--- src/yc_sep_defines.svh ---
// Purpose: shared constants of the y/c separator override control slice
// Assumes: included by bare name from the package and the register module
// Notes: offsets, field positions, reset values, bus addresses and byte length only
//
// Function
// - chroma field picks gain and band-pass
// - clock field picks mode, burst or line lock
// - nonstandard field: adaptive, standard, horizontal nonstandard
// - value 11 forces vertical nonstandard, inter-line comb
// - comb field: adaptive, inter-frame, inter-line
// - killer field: pin plus detect, pin, forced
// - killer active stops chroma subtraction from luma
// - answer at b9h or bbh by select pin
`ifndef YC_SEP_DEFINES_SVH
`define YC_SEP_DEFINES_SVH

// ==========================================================
// register offsets
`define SA_OUTPUT_MODE 8'h00
`define SA_OVERRIDE 8'h01

// ==========================================================
// serial bus write addresses
`define DEV_ADDR_SEL_LOW 8'hb9
`define DEV_ADDR_SEL_HIGH 8'hbb

// ==========================================================
// field positions, register 00 (only bits 3:0 held here)
`define CHROMA_GAIN_BIT 3
`define CHROMA_BPF_BIT 2
`define REG00_SPARE_MSB 1
`define REG00_SPARE_LSB 0

// ==========================================================
// field positions, register 01
`define CLOCK_MSB 7
`define CLOCK_LSB 6
`define NONSTD_MSB 5
`define NONSTD_LSB 4
`define COMB_MSB 3
`define COMB_LSB 2
`define KILLER_MSB 1
`define KILLER_LSB 0

// ==========================================================
// reset values and bus framing
`define REG00_LOW_RESET 4'hf
`define REG01_RESET 8'h00
`define BYTE_BITS 4'h8

`endif

--- src/yc_sep_pkg.sv ---
// Purpose: types of the y/c separator override control slice
// Assumes: constants come from yc_sep_defines.svh
// Notes: one packed struct carries all state of the top module except the pin synchroniser stages
`include "yc_sep_defines.svh"
`default_nettype none

package yc_sep_pkg;

	// ==========================================================
	// serial slave states
	typedef enum logic [2:0] {
		ST_IDLE,
		ST_DEV_ADDR,
		ST_ACK_DEV,
		ST_SUB_ADDR,
		ST_ACK_SUB,
		ST_DATA,
		ST_ACK_DATA,
		ST_IGNORE
	} i2c_state_t;

	// ==========================================================
	// effective signal processing kind
	typedef enum logic [1:0] {
		NS_STANDARD,
		NS_HSYNC,
		NS_VSYNC
	} nonstd_mode_t;

	// ==========================================================
	// whole state of the control slice except the pin synchroniser stages
	typedef struct packed {
		i2c_state_t st;        // slave state
		logic [3:0] bitcnt;    // bits shifted in this byte
		logic [7:0] shreg;     // incoming byte
		logic [7:0] subaddr;   // register pointer
		logic scl_d;           // last synced clock level
		logic sda_d;           // last synced data level
		logic sda_drive;       // pulling data low for ack
		logic [3:0] reg00_lo;  // register 00 bits 3:0
		logic [7:0] reg01;     // register 01
		logic gain_one;        // chroma gain 1 when high
		logic bpf_en;          // chroma band-pass on
		logic line_locked;     // line locked clock when high
		nonstd_mode_t nonstd;  // processing kind
		logic inter_line;      // inter-line comb when high
		logic killer;          // killer processing active
	} ctrl_state_t;

endpackage

`default_nettype wire

--- src/yc_sync2.sv ---
// Purpose: two flip-flop synchroniser for pin levels
// Assumes: inputs are levels from outside the i_mclk domain
// Notes: first stage is read only by the second
`timescale 1ns/1ps
`default_nettype none

module yc_sync2 #(
	parameter int WIDTH = 1
) (
	input wire logic i_mclk,
	input wire logic i_rst,
	input wire logic [WIDTH-1:0] i_async,
	output logic [WIDTH-1:0] o_sync
);

	// ==========================================================
	// width check
	if (WIDTH < 1) begin : g_bad_width
		$error("yc_sync2 width must be at least one");
	end

	logic [WIDTH-1:0] meta; // first stage, feeds second only

	// ==========================================================
	// two stage capture
	always_ff @(posedge i_mclk) begin
		if (i_rst) begin
			meta <= '1;
			o_sync <= '1;
		end else begin
			meta <= i_async;
			o_sync <= meta;
		end
	end

endmodule

`default_nettype wire

--- src/yc_separator_mode_control_regs.sv ---
// Purpose: serial-bus write slave and decode of chroma and override fields
// Assumes: 20 mhz i_mclk, sync reset high, bus far slower than clock
// Notes: write only; other sub-addresses are acked and dropped
`timescale 1ns/1ps
`default_nettype none
`include "yc_sep_defines.svh"

module yc_separator_mode_control_regs
	import yc_sep_pkg::*;
(
	input wire logic i_mclk,
	input wire logic i_rst,
	input wire logic i_scl,                 // bus clock pin
	input wire logic i_sda,                 // bus data pin level
	output logic o_sda,                     // data drive value, always low
	output logic o_sda_oe,                  // high while pulling data low
	input wire logic i_address_select_pin,  // picks bus address
	input wire logic i_killer_pin,          // external killer request
	input wire logic i_line_pin,            // external line comb request
	input wire logic i_internal_killer_det, // on-chip killer detection
	input wire logic i_motion_det,          // on-chip motion detection
	input wire logic i_nonstd_hsync_det,    // horizontal nonstandard detected
	input wire logic i_nonstd_vsync_det,    // vertical nonstandard detected
	input wire logic i_mode_line_locked,    // operation mode wants line lock
	output logic o_chroma_gain_one,         // gain 1 when high, else 2
	output logic o_chroma_bpf_en,           // band-pass on chroma output
	output logic o_line_locked_clk,         // line lock when high, else burst
	output var nonstd_mode_t o_nonstd_mode, // processing kind
	output logic o_inter_line_comb,         // inter-line when high, else frame
	output logic o_killer_active,           // killer processing on
	output logic o_luma_sub_chroma_en,      // subtract chroma to form luma
	output logic [1:0] o_reg00_spare        // register 00 bits 1:0
);

	// ==========================================================
	// pin synchronisers
	logic [4:0] pins_sync; // scl, sda, select, killer, line
	logic s_scl;
	logic s_sda;
	logic s_asel;
	logic s_kil;
	logic s_line;

	yc_sync2 #(.WIDTH(5)) u_sync (
		.i_mclk(i_mclk),
		.i_rst(i_rst),
		.i_async({i_scl, i_sda, i_address_select_pin, i_killer_pin, i_line_pin}),
		.o_sync(pins_sync)
	);

	assign {s_scl, s_sda, s_asel, s_kil, s_line} = pins_sync;

	ctrl_state_t r;      // registered state
	ctrl_state_t next_r; // next state

	// bus events
	logic scl_rise;
	logic scl_fall;
	logic bus_start;
	logic bus_stop;
	logic byte_done;
	logic addr_hit;
	logic wr00;
	logic wr01;
	logic [7:0] dev_addr;

	assign scl_rise = s_scl & ~r.scl_d;
	assign scl_fall = ~s_scl & r.scl_d;
	assign bus_start = s_scl & r.scl_d & r.sda_d & ~s_sda;
	assign bus_stop = s_scl & r.scl_d & ~r.sda_d & s_sda;
	assign byte_done = scl_fall & (r.bitcnt == `BYTE_BITS);
	// address chosen by select pin
	assign dev_addr = s_asel ? `DEV_ADDR_SEL_HIGH : `DEV_ADDR_SEL_LOW;
	assign addr_hit = (r.shreg == dev_addr);
	assign wr00 = byte_done && (r.st == ST_DATA) && (r.subaddr == `SA_OUTPUT_MODE);
	assign wr01 = byte_done && (r.st == ST_DATA) && (r.subaddr == `SA_OVERRIDE);

	// ==========================================================
	// next state: bus slave, registers and decode
	always_comb begin
		next_r = r;
		next_r.scl_d = s_scl;
		next_r.sda_d = s_sda;
		// bus framing
		if (bus_stop) begin
			next_r.st = ST_IDLE;
			next_r.sda_drive = 1'b0;
		end else if (bus_start) begin
			next_r.st = ST_DEV_ADDR;
			next_r.bitcnt = 4'h0;
			next_r.sda_drive = 1'b0;
		end else begin
			case (r.st)
				ST_DEV_ADDR, ST_SUB_ADDR, ST_DATA: begin
					// shift on rising clock
					if (scl_rise) begin
						next_r.shreg = {r.shreg[6:0], s_sda};
						next_r.bitcnt = r.bitcnt + 4'h1;
					end
					// whole byte at falling clock
					if (byte_done) begin
						next_r.bitcnt = 4'h0;
						if (r.st == ST_DEV_ADDR) begin
							// ack only our own address
							if (addr_hit) begin
								next_r.st = ST_ACK_DEV;
								next_r.sda_drive = 1'b1;
							end else begin
								next_r.st = ST_IGNORE;
							end
						end else if (r.st == ST_SUB_ADDR) begin
							next_r.subaddr = r.shreg;
							next_r.st = ST_ACK_SUB;
							next_r.sda_drive = 1'b1;
						end else begin
							// data byte, pointer steps on
							next_r.subaddr = r.subaddr + 8'h01;
							next_r.st = ST_ACK_DATA;
							next_r.sda_drive = 1'b1;
						end
					end
				end
				ST_ACK_DEV, ST_ACK_SUB, ST_ACK_DATA: begin
					// release data at end of ack clock
					if (scl_fall) begin
						next_r.sda_drive = 1'b0;
						next_r.st = (r.st == ST_ACK_DEV) ? ST_SUB_ADDR : ST_DATA;
					end
				end
				default: begin
					// idle or ignored transfer waits for framing
					next_r.sda_drive = 1'b0;
				end
			endcase
		end
		// register writes
		if (wr00) begin
			next_r.reg00_lo = r.shreg[3:0];
		end
		if (wr01) begin
			next_r.reg01 = r.shreg;
		end
		// chroma output form
		next_r.gain_one = r.reg00_lo[`CHROMA_GAIN_BIT];
		next_r.bpf_en = r.reg00_lo[`CHROMA_BPF_BIT];
		// clock locking choice
		if (r.reg01[`CLOCK_MSB]) begin
			next_r.line_locked = 1'b1;
		end else if (r.reg01[`CLOCK_LSB]) begin
			next_r.line_locked = 1'b0;
		end else begin
			next_r.line_locked = i_mode_line_locked;
		end
		// standard or nonstandard processing
		case (r.reg01[`NONSTD_MSB:`NONSTD_LSB])
			2'h1: next_r.nonstd = NS_STANDARD;
			2'h2: next_r.nonstd = NS_HSYNC;
			2'h3: next_r.nonstd = NS_VSYNC;
			default: begin
				// adaptive, vertical detection first
				if (i_nonstd_vsync_det) begin
					next_r.nonstd = NS_VSYNC;
				end else if (i_nonstd_hsync_det) begin
					next_r.nonstd = NS_HSYNC;
				end else begin
					next_r.nonstd = NS_STANDARD;
				end
			end
		endcase
		// comb selection, forced vertical nonstandard wins
		if (r.reg01[`NONSTD_MSB:`NONSTD_LSB] == 2'h3) begin
			next_r.inter_line = 1'b1;
		end else if (r.reg01[`COMB_MSB]) begin
			next_r.inter_line = 1'b1;
		end else if (r.reg01[`COMB_LSB]) begin
			next_r.inter_line = s_line;
		end else begin
			next_r.inter_line = s_line | i_motion_det;
		end
		// killer selection
		if (r.reg01[`KILLER_MSB]) begin
			next_r.killer = 1'b1;
		end else if (r.reg01[`KILLER_LSB]) begin
			next_r.killer = s_kil;
		end else begin
			next_r.killer = s_kil | i_internal_killer_det;
		end
	end

	// ==========================================================
	// state register
	always_ff @(posedge i_mclk) begin
		if (i_rst) begin
			r <= '0;
			r.st <= ST_IDLE;
			r.scl_d <= 1'b1;
			r.sda_d <= 1'b1;
			r.reg00_lo <= `REG00_LOW_RESET;
			r.reg01 <= `REG01_RESET;
			r.gain_one <= 1'b1;
			r.bpf_en <= 1'b1;
			r.nonstd <= NS_STANDARD;
		end else begin
			r <= next_r;
		end
	end

	// ==========================================================
	// outputs
	assign o_sda = 1'b0;
	assign o_sda_oe = r.sda_drive;
	assign o_chroma_gain_one = r.gain_one;
	assign o_chroma_bpf_en = r.bpf_en;
	assign o_line_locked_clk = r.line_locked;
	assign o_nonstd_mode = r.nonstd;
	assign o_inter_line_comb = r.inter_line;
	assign o_killer_active = r.killer;
	assign o_luma_sub_chroma_en = ~r.killer;
	assign o_reg00_spare = r.reg00_lo[`REG00_SPARE_MSB:`REG00_SPARE_LSB];
endmodule

`default_nettype wire

--- config.mk ---
export PLATFORM = sky130hd
export DESIGN_NAME = yc_separator_mode_control_regs
export DESIGN_NICKNAME = d
export VERILOG_FILES = /design/src/yc_sep_pkg.sv /design/src/yc_sync2.sv /design/src/yc_separator_mode_control_regs.sv
export VERILOG_INCLUDE_DIRS = /design/src
export SDC_FILE = /design/constraint.sdc
export NUM_CORES = 1
export LEC_CHECK = 0
export BUFFER_PORTS_ARGS = -buffer_cell sky130_fd_sc_hd__buf_2
export CAP_MARGIN = 20
export CORE_AREA = 2 2 70 79
export CTS_BUF_LIST = sky130_fd_sc_hd__clkbuf_16
export CTS_CLUSTER_SIZE = 14
export DETAILED_ROUTE_END_ITERATION = 12
export DIE_AREA = 0 0 72 81
export MAX_ROUTING_LAYER = met4
export PLACE_DENSITY = 0.83
export SLEW_MARGIN = 20
export SYNTH_ARGS = -nofsm -noshare
export SYNTH_HDL_FRONTEND = slang
export SYNTH_SLANG_ARGS = --single-unit
--- constraint.sdc ---
create_clock -name i_mclk -period 1.6 [get_ports i_mclk]
set_input_delay 0.16 -clock i_mclk [delete_from_list [all_inputs] [get_ports i_mclk]]
set_output_delay 0.16 -clock i_mclk [all_outputs]
set_load 0.1 [all_outputs]
==> impl_metrics.toml, run 1 <==
[setup_path]
cp.required_ns = 1.78
end_kind = "register"
cp.arrival_ns = 1.90
crit_path_start_kind = "register"
critPathKind = "register to register"
worstPathMaxFanout = 5

[timing]
fin_hold_ws_ns = 0.0456
fmax_mhz = 583
rsz0062_at_grt = "true"
fin_ws_ns = -0.115
fin_crit_ns = 1.72
fin_skew_ns = 0.00502
fin_tns_setup_ns = -1.08
setup_viol = 12
maxSlewViolCount = 0
finalHoldViolCount = 0
fin_crit_sh_pct = 107

[power]
ir_drop_mv = 0.626
p_per_area_nw_per_um2 = 873
p_leak_nw = 1.25

[floorplan]
initial_core_util_pct = 49.0
die_h_um = 81
ioPinCount = 24
dieArea_um2 = 5830
core_area_um2 = 5150
die_w_um = 72
placementRows = 28

[placement]
dp.cells = 363
place_ws_ns = -0.116
port_buffers = 22
dpl.hpwl_um = 3570
gp_congestion = 0.847
place_area_um2 = 2800

[yosys]
ys_top_cells_by_count = "dfxtp_1, nor2_1, o21ai_0"
netlist_top_cells_area = "dfxtp_1, o21ai_0, or2_2"
syn_inst = 273
ys_seq_area_share_pct = 43.6
synth_area_um2 = 2520
ys_async_sr_fraction_pct = 0
synth_edf_count = 0
yosysUniqueCellTypes = 51
yosys.area.top_type = "dfxtp_1"
yosys_warnings = 0
synth_fp_nets = 290
synth-seq-cells = 55
synth_flop_cell = "dfxtp_1"
synth.avg_cell_area_um2 = 9.25
yosysTopAreaCellShare_pct = 43.6
yosysMostFrequentCell = "dfxtp_1"

[run_status]
status = "finished, violations left"
failed_checks = "negative setup slack"

[job]
max_cap_viol_count = 0

[clocking]
cts_buffer_depth = 2
clk_pin_slew_ns = 0.07
cts_tree = "built"
clock-sinks = 55
htreeDepth = 2
hold_buffers = 0
worstSkewPairLatency_ns = 0.29
cts_root_buf = "clkbuf_16"
cts_buffers = 5

[route]
ant_nets = 0
drt-total-wl_um = 5190
post_drt_wl_per_cell_um = 13.9
post_drt_via_cell_ratio = 5.49
drtIter0Drc = 107
post-route-drc-count = 0
detail_route.first_pass.iterations = 4
via_count = 2047

[layout]
fillerInstances = 412
n_antenna_cell = 0
layout.cells.non_filler = 373
design_area_um2 = 3030
final_layout_size_suffix_gt1_share_pct = 31.6
area_growth_pct = 19.8
layout.nets = 329

[global_routing]
grt_pass1_wl_um = 8690
grt_max_degree = 27
grt_pass1_vias = 1986
globalRouteOverflowTotal = 0
grt_use_total_pct = 19.5
antenna_found_initial = 0

[hold_path]
min_path_type = "primary input to register"
## metrics by stage
stage                     util (%)  power (mW)
after floorplan                  -        1.58
after global routing          58.7        2.71
final                         58.7        2.64
after detailed placement      54.4        1.62
after CTS                     57.7        2.66
after global placement        54.4        1.61
## registers in the layout, summed over array words and instances (netlist names)
register / flops
o_chroma_bpf_en: 1
o_chroma_gain_one: 1
o_inter_line_comb: 1
o_sda_oe: 1
o_reg00_spare: 2
u_sync.meta: 5
o_nonstd_mode: 2
next_r: 2
u_sync.o_sync: 5
o_killer_active: 1
o_line_locked_clk: 1
r: 33
## where the power goes
part | total (mW) | switching [mW] | internal [mW] | leakage (nW)
Combinational | 0.193 | 0.131 | 0.0622 | 0.732
Sequential | 1.40 | 0.0105 | 1.39 | 0.448
Clock | 1.05 | 0.475 | 0.572 | 0.0726
## path summary, 6_finish.rpt
| check | startpoint | slack, ns | end | depth (start not counted) |
|---|---|---|---|---|
| setup / recovery | r[43] | -0.12 | o_reg00_spare[1] | 5 |
| hold / removal | i_line_pin | 0.05 | u_sync.meta[0] | 2 |
| setup reg to reg | r[43] | -0.12 | o_reg00_spare[1] | 5 |
| hold reg to reg | u_sync.meta[2] | 0.41 | u_sync.o_sync[2] | 1 |
## cell type report
| class | instances | area, um2 | share of cell area (%) |
|---|---|---|---|
| clock inverter | 3 | 16.3 | 0.538 |
| clock buffer | 5 | 125 | 4.14 |
| inverter | 10 | 41.3 | 1.36 |
| multi-input combinational | 186 | 1290 | 42.8 |
| sequential | 55 | 1100 | 36.5 |
| tap | 60 | 75.1 | 2.48 |
| timing repair buffer | 54 | 370 | 12.2 |
## logic make-up after synthesis
| kind of cell | after synthesis | synth area share, % |
|---|---|---|
| and+or+nand+nor | 107 | 26.1 |
| AOI/OAI and AO/OA | 60 | 14.9 |
| DFF | 55 | 43.6 |
| buffers and inverters | 32 | 7.68 |
| muxes | 10 | 4.06 |
| adders and majority gates | 5 | 2.48 |
| xor gates and xnor gates | 3 | 1.04 |
| other | 1 | 0.149 |
## what timing repair did
action	CTS	global route
endpoints found under the hold margin	0	0
setup buffers	1	1
setup endpoints to repair	17	32
pin swaps	1	1
gates resized for setup	11	15
## metal layers
metal | track usage (%) | part of all wire, % | vias up
met1 | 22.1 | 42 | 944
met5 | - | 0 | -
met4 | 7.17 | 2.1 | 0
met3 | 3.97 | 5.3 | 12
met2 | 33.9 | 50 | 58
li1 | - | - | 1033
## placed cells by master, fill, tap and decap left out, types with 4 or more instances in the layout
cell type  instances
or2b_2             4
dfxtp_1           53
or2_2             14
nand4b_1           9
mux2i_1            8
nand2_1            8
o21ai_0           12
and2_1             6
nor3_1             5
nor2_1            22
ha_1               4
a21oi_1           16
buf_4             29
inv_1             10
buf_2             22
nand3b_1           4
nand3_1            8
clkbuf_16          5
a211o_1            4
## worst max-delay path, cell delays in order (launching register included)
cell and delay, ns:
dfxtp_1 0.31, or4b_4 0.54, nor4_4 0.28, buf_4 0.19
a21boi_1 0.06, a211o_1 0.23
Power figures use the tool's default switching activity.
==> run 2: changes to the inputs <==
--- a/config.mk
+++ b/config.mk
@@ -17,2 +17,3 @@
 export PLACE_DENSITY = 0.83
+export SKIP_LAST_GASP = 1
 export SLEW_MARGIN = 20
==> constraint.sdc (replaced) <==
create_clock -name i_mclk -period 1.6 [get_ports i_mclk]
set_input_delay 0.24 -clock i_mclk [delete_from_list [all_inputs] [get_ports i_mclk]]
set_output_delay 0.24 -clock i_mclk [all_outputs]
set_load 0.1 [all_outputs]
==> impl_metrics.toml, run 2 (synthesis results as in run 1) <==
[clocking]
htreeDepth = 2
cts_root_buf = "clkbuf_16"
hold_buffers = 0
worstSkewPairLatency_ns = 0.29
cts_buffer_depth = 2
clk_pin_slew_ns = 0.07
clock-sinks = 55
cts_tree = "built"
cts_buffers = 5

[job]
max_cap_viol_count = 0

[timing]
fmax_mhz = 579
maxSlewViolCount = 0
finalHoldViolCount = 0
fin_skew_ns = 0.00426
fin_crit_ns = 1.73
fin_crit_sh_pct = 108
fin_tns_setup_ns = -0.983
setup_viol = 12
fin_ws_ns = -0.129
fin_hold_ws_ns = 0.123
rsz0062_at_grt = "true"

[floorplan]
placementRows = 28
core_area_um2 = 5150
ioPinCount = 24
dieArea_um2 = 5830
initial_core_util_pct = 49.0
die_w_um = 72
die_h_um = 81

[power]
ir_drop_mv = 0.811
p_leak_nw = 1.27
p_per_area_nw_per_um2 = 870

[setup_path]
path_buf_inv = 2
crit_family = "simple AND/OR/NAND/NOR gates"
worstPathMaxFanout = 5
cp.required_ns = 1.80
cp_cell_sequence = "or4b_4, nor4_4, buf_4, buf_6, nand4b_1, o31ai_2"
cpMaxStageDelayCell = "or4b_4"
cpPeakStageDelay_ns = 0.54
end_kind = "register"
critPathKind = "register to register"
cp.arrival_ns = 1.93
crit_path_start_kind = "register"
r2r_setup_slack_ns = -0.13

[layout]
layout.nets = 331
largest_register_ffs = 33
fin_util_pct = 59.4
n_antenna_cell = 0
multi_input_area_um2 = 1310
layout.cells.non_filler = 375
final_layout_size_suffix_gt1_share_pct = 34.0
reg_top3 = "r x33, u_sync.meta x5, u_sync.o_sync x5"
layout.cells.most_common = "dfxtp_1"
area_growth_pct = 21.1
fillerInstances = 405
regMostFlops = "r"
seq_area_um2 = 1110
mostFrequentLayoutCells = "dfxtp_1, buf_4, nor2_1, buf_2, a21oi_1"

[placement]
place_ws_ns = -0.135
gp_congestion = 0.831
port_buffers = 22
dpl.hpwl_um = 3620
dp.cells = 363

[route]
detail_route.first_pass.iterations = 4
post_drt_via_cell_ratio = 5.55
post-route-drc-count = 0
drt-total-wl_um = 5400
via_count = 2082
drtIter0Drc = 78
post_drt_wl_per_cell_um = 14.4
ant_nets = 0

[run_status]
failed_checks = "negative setup slack"
status = "finished, violations left"

[global_routing]
grt_pass1_wl_um = 8850
globalRouteOverflowTotal = 0
grt_max_degree = 31
antenna_found_initial = 0
grt_use_total_pct = 19.8
grt_pass1_vias = 1984

[hold_path]
min_path_type = "primary input to register"
## run 2: changes by cell type in the layout (fill, tap and decap cells not counted), sizes merged
cell	before	now
clkinv	2	0
inv	10	12
buf	54	56
## run 2: layout make-up
type	instances	area share [%]
clock buffers	5	4.09
clock inverters	3	0.532
inverters	10	1.35
multi-input cells	186	42.7
flip-flops and latches	55	36.2
well taps	60	2.46
repair buffers	56	12.6
## run 2: path summary, 6_finish.rpt
kind	start	cells past startpoint	end
min	i_killer_pin	2	u_sync.meta[1]
max	r[43]	6	r[7]
min reg2reg	u_sync.meta[4]	1	u_sync.o_sync[4]
max reg2reg	r[43]	6	r[7]
## run 2: per-layer routing
metal	global-route usage, %	share of wire (%)	wire length [um]	up-vias
met3	3.97	4.4	237	13
li1	-	-	-	1034
met5	-	0	0	-
met1	22.6	42	2280	979
met4	8.11	2.5	134	0
met2	34.0	51	2750	56
## run 2: power breakdown
group	internal (mW)	switching [mW]	total (mW)
clock	0.576	0.492	1.07
combinational	0.0608	0.130	0.191
sequential	1.39	0.0107	1.40
total	2.03	0.633	2.66
## run 2: per-stage QoR
step	power (mW)	instance area (um2)
2_1_floorplan	1.58	2540
3_3_place_gp	1.61	2800
3_5_place_dp	1.62	2800
4_1_cts	2.67	2980
5_1_grt	2.73	3060
6_report	2.66	3060
## run 2: what timing repair did
action / 4_1_cts / 5_1_grt
setup endpoints to repair: 24 / 28
endpoints found under the hold margin: 0 / 0
pin swaps: 2 / 8
resized for setup: 11 / 23
buffers inserted: 1 / 3
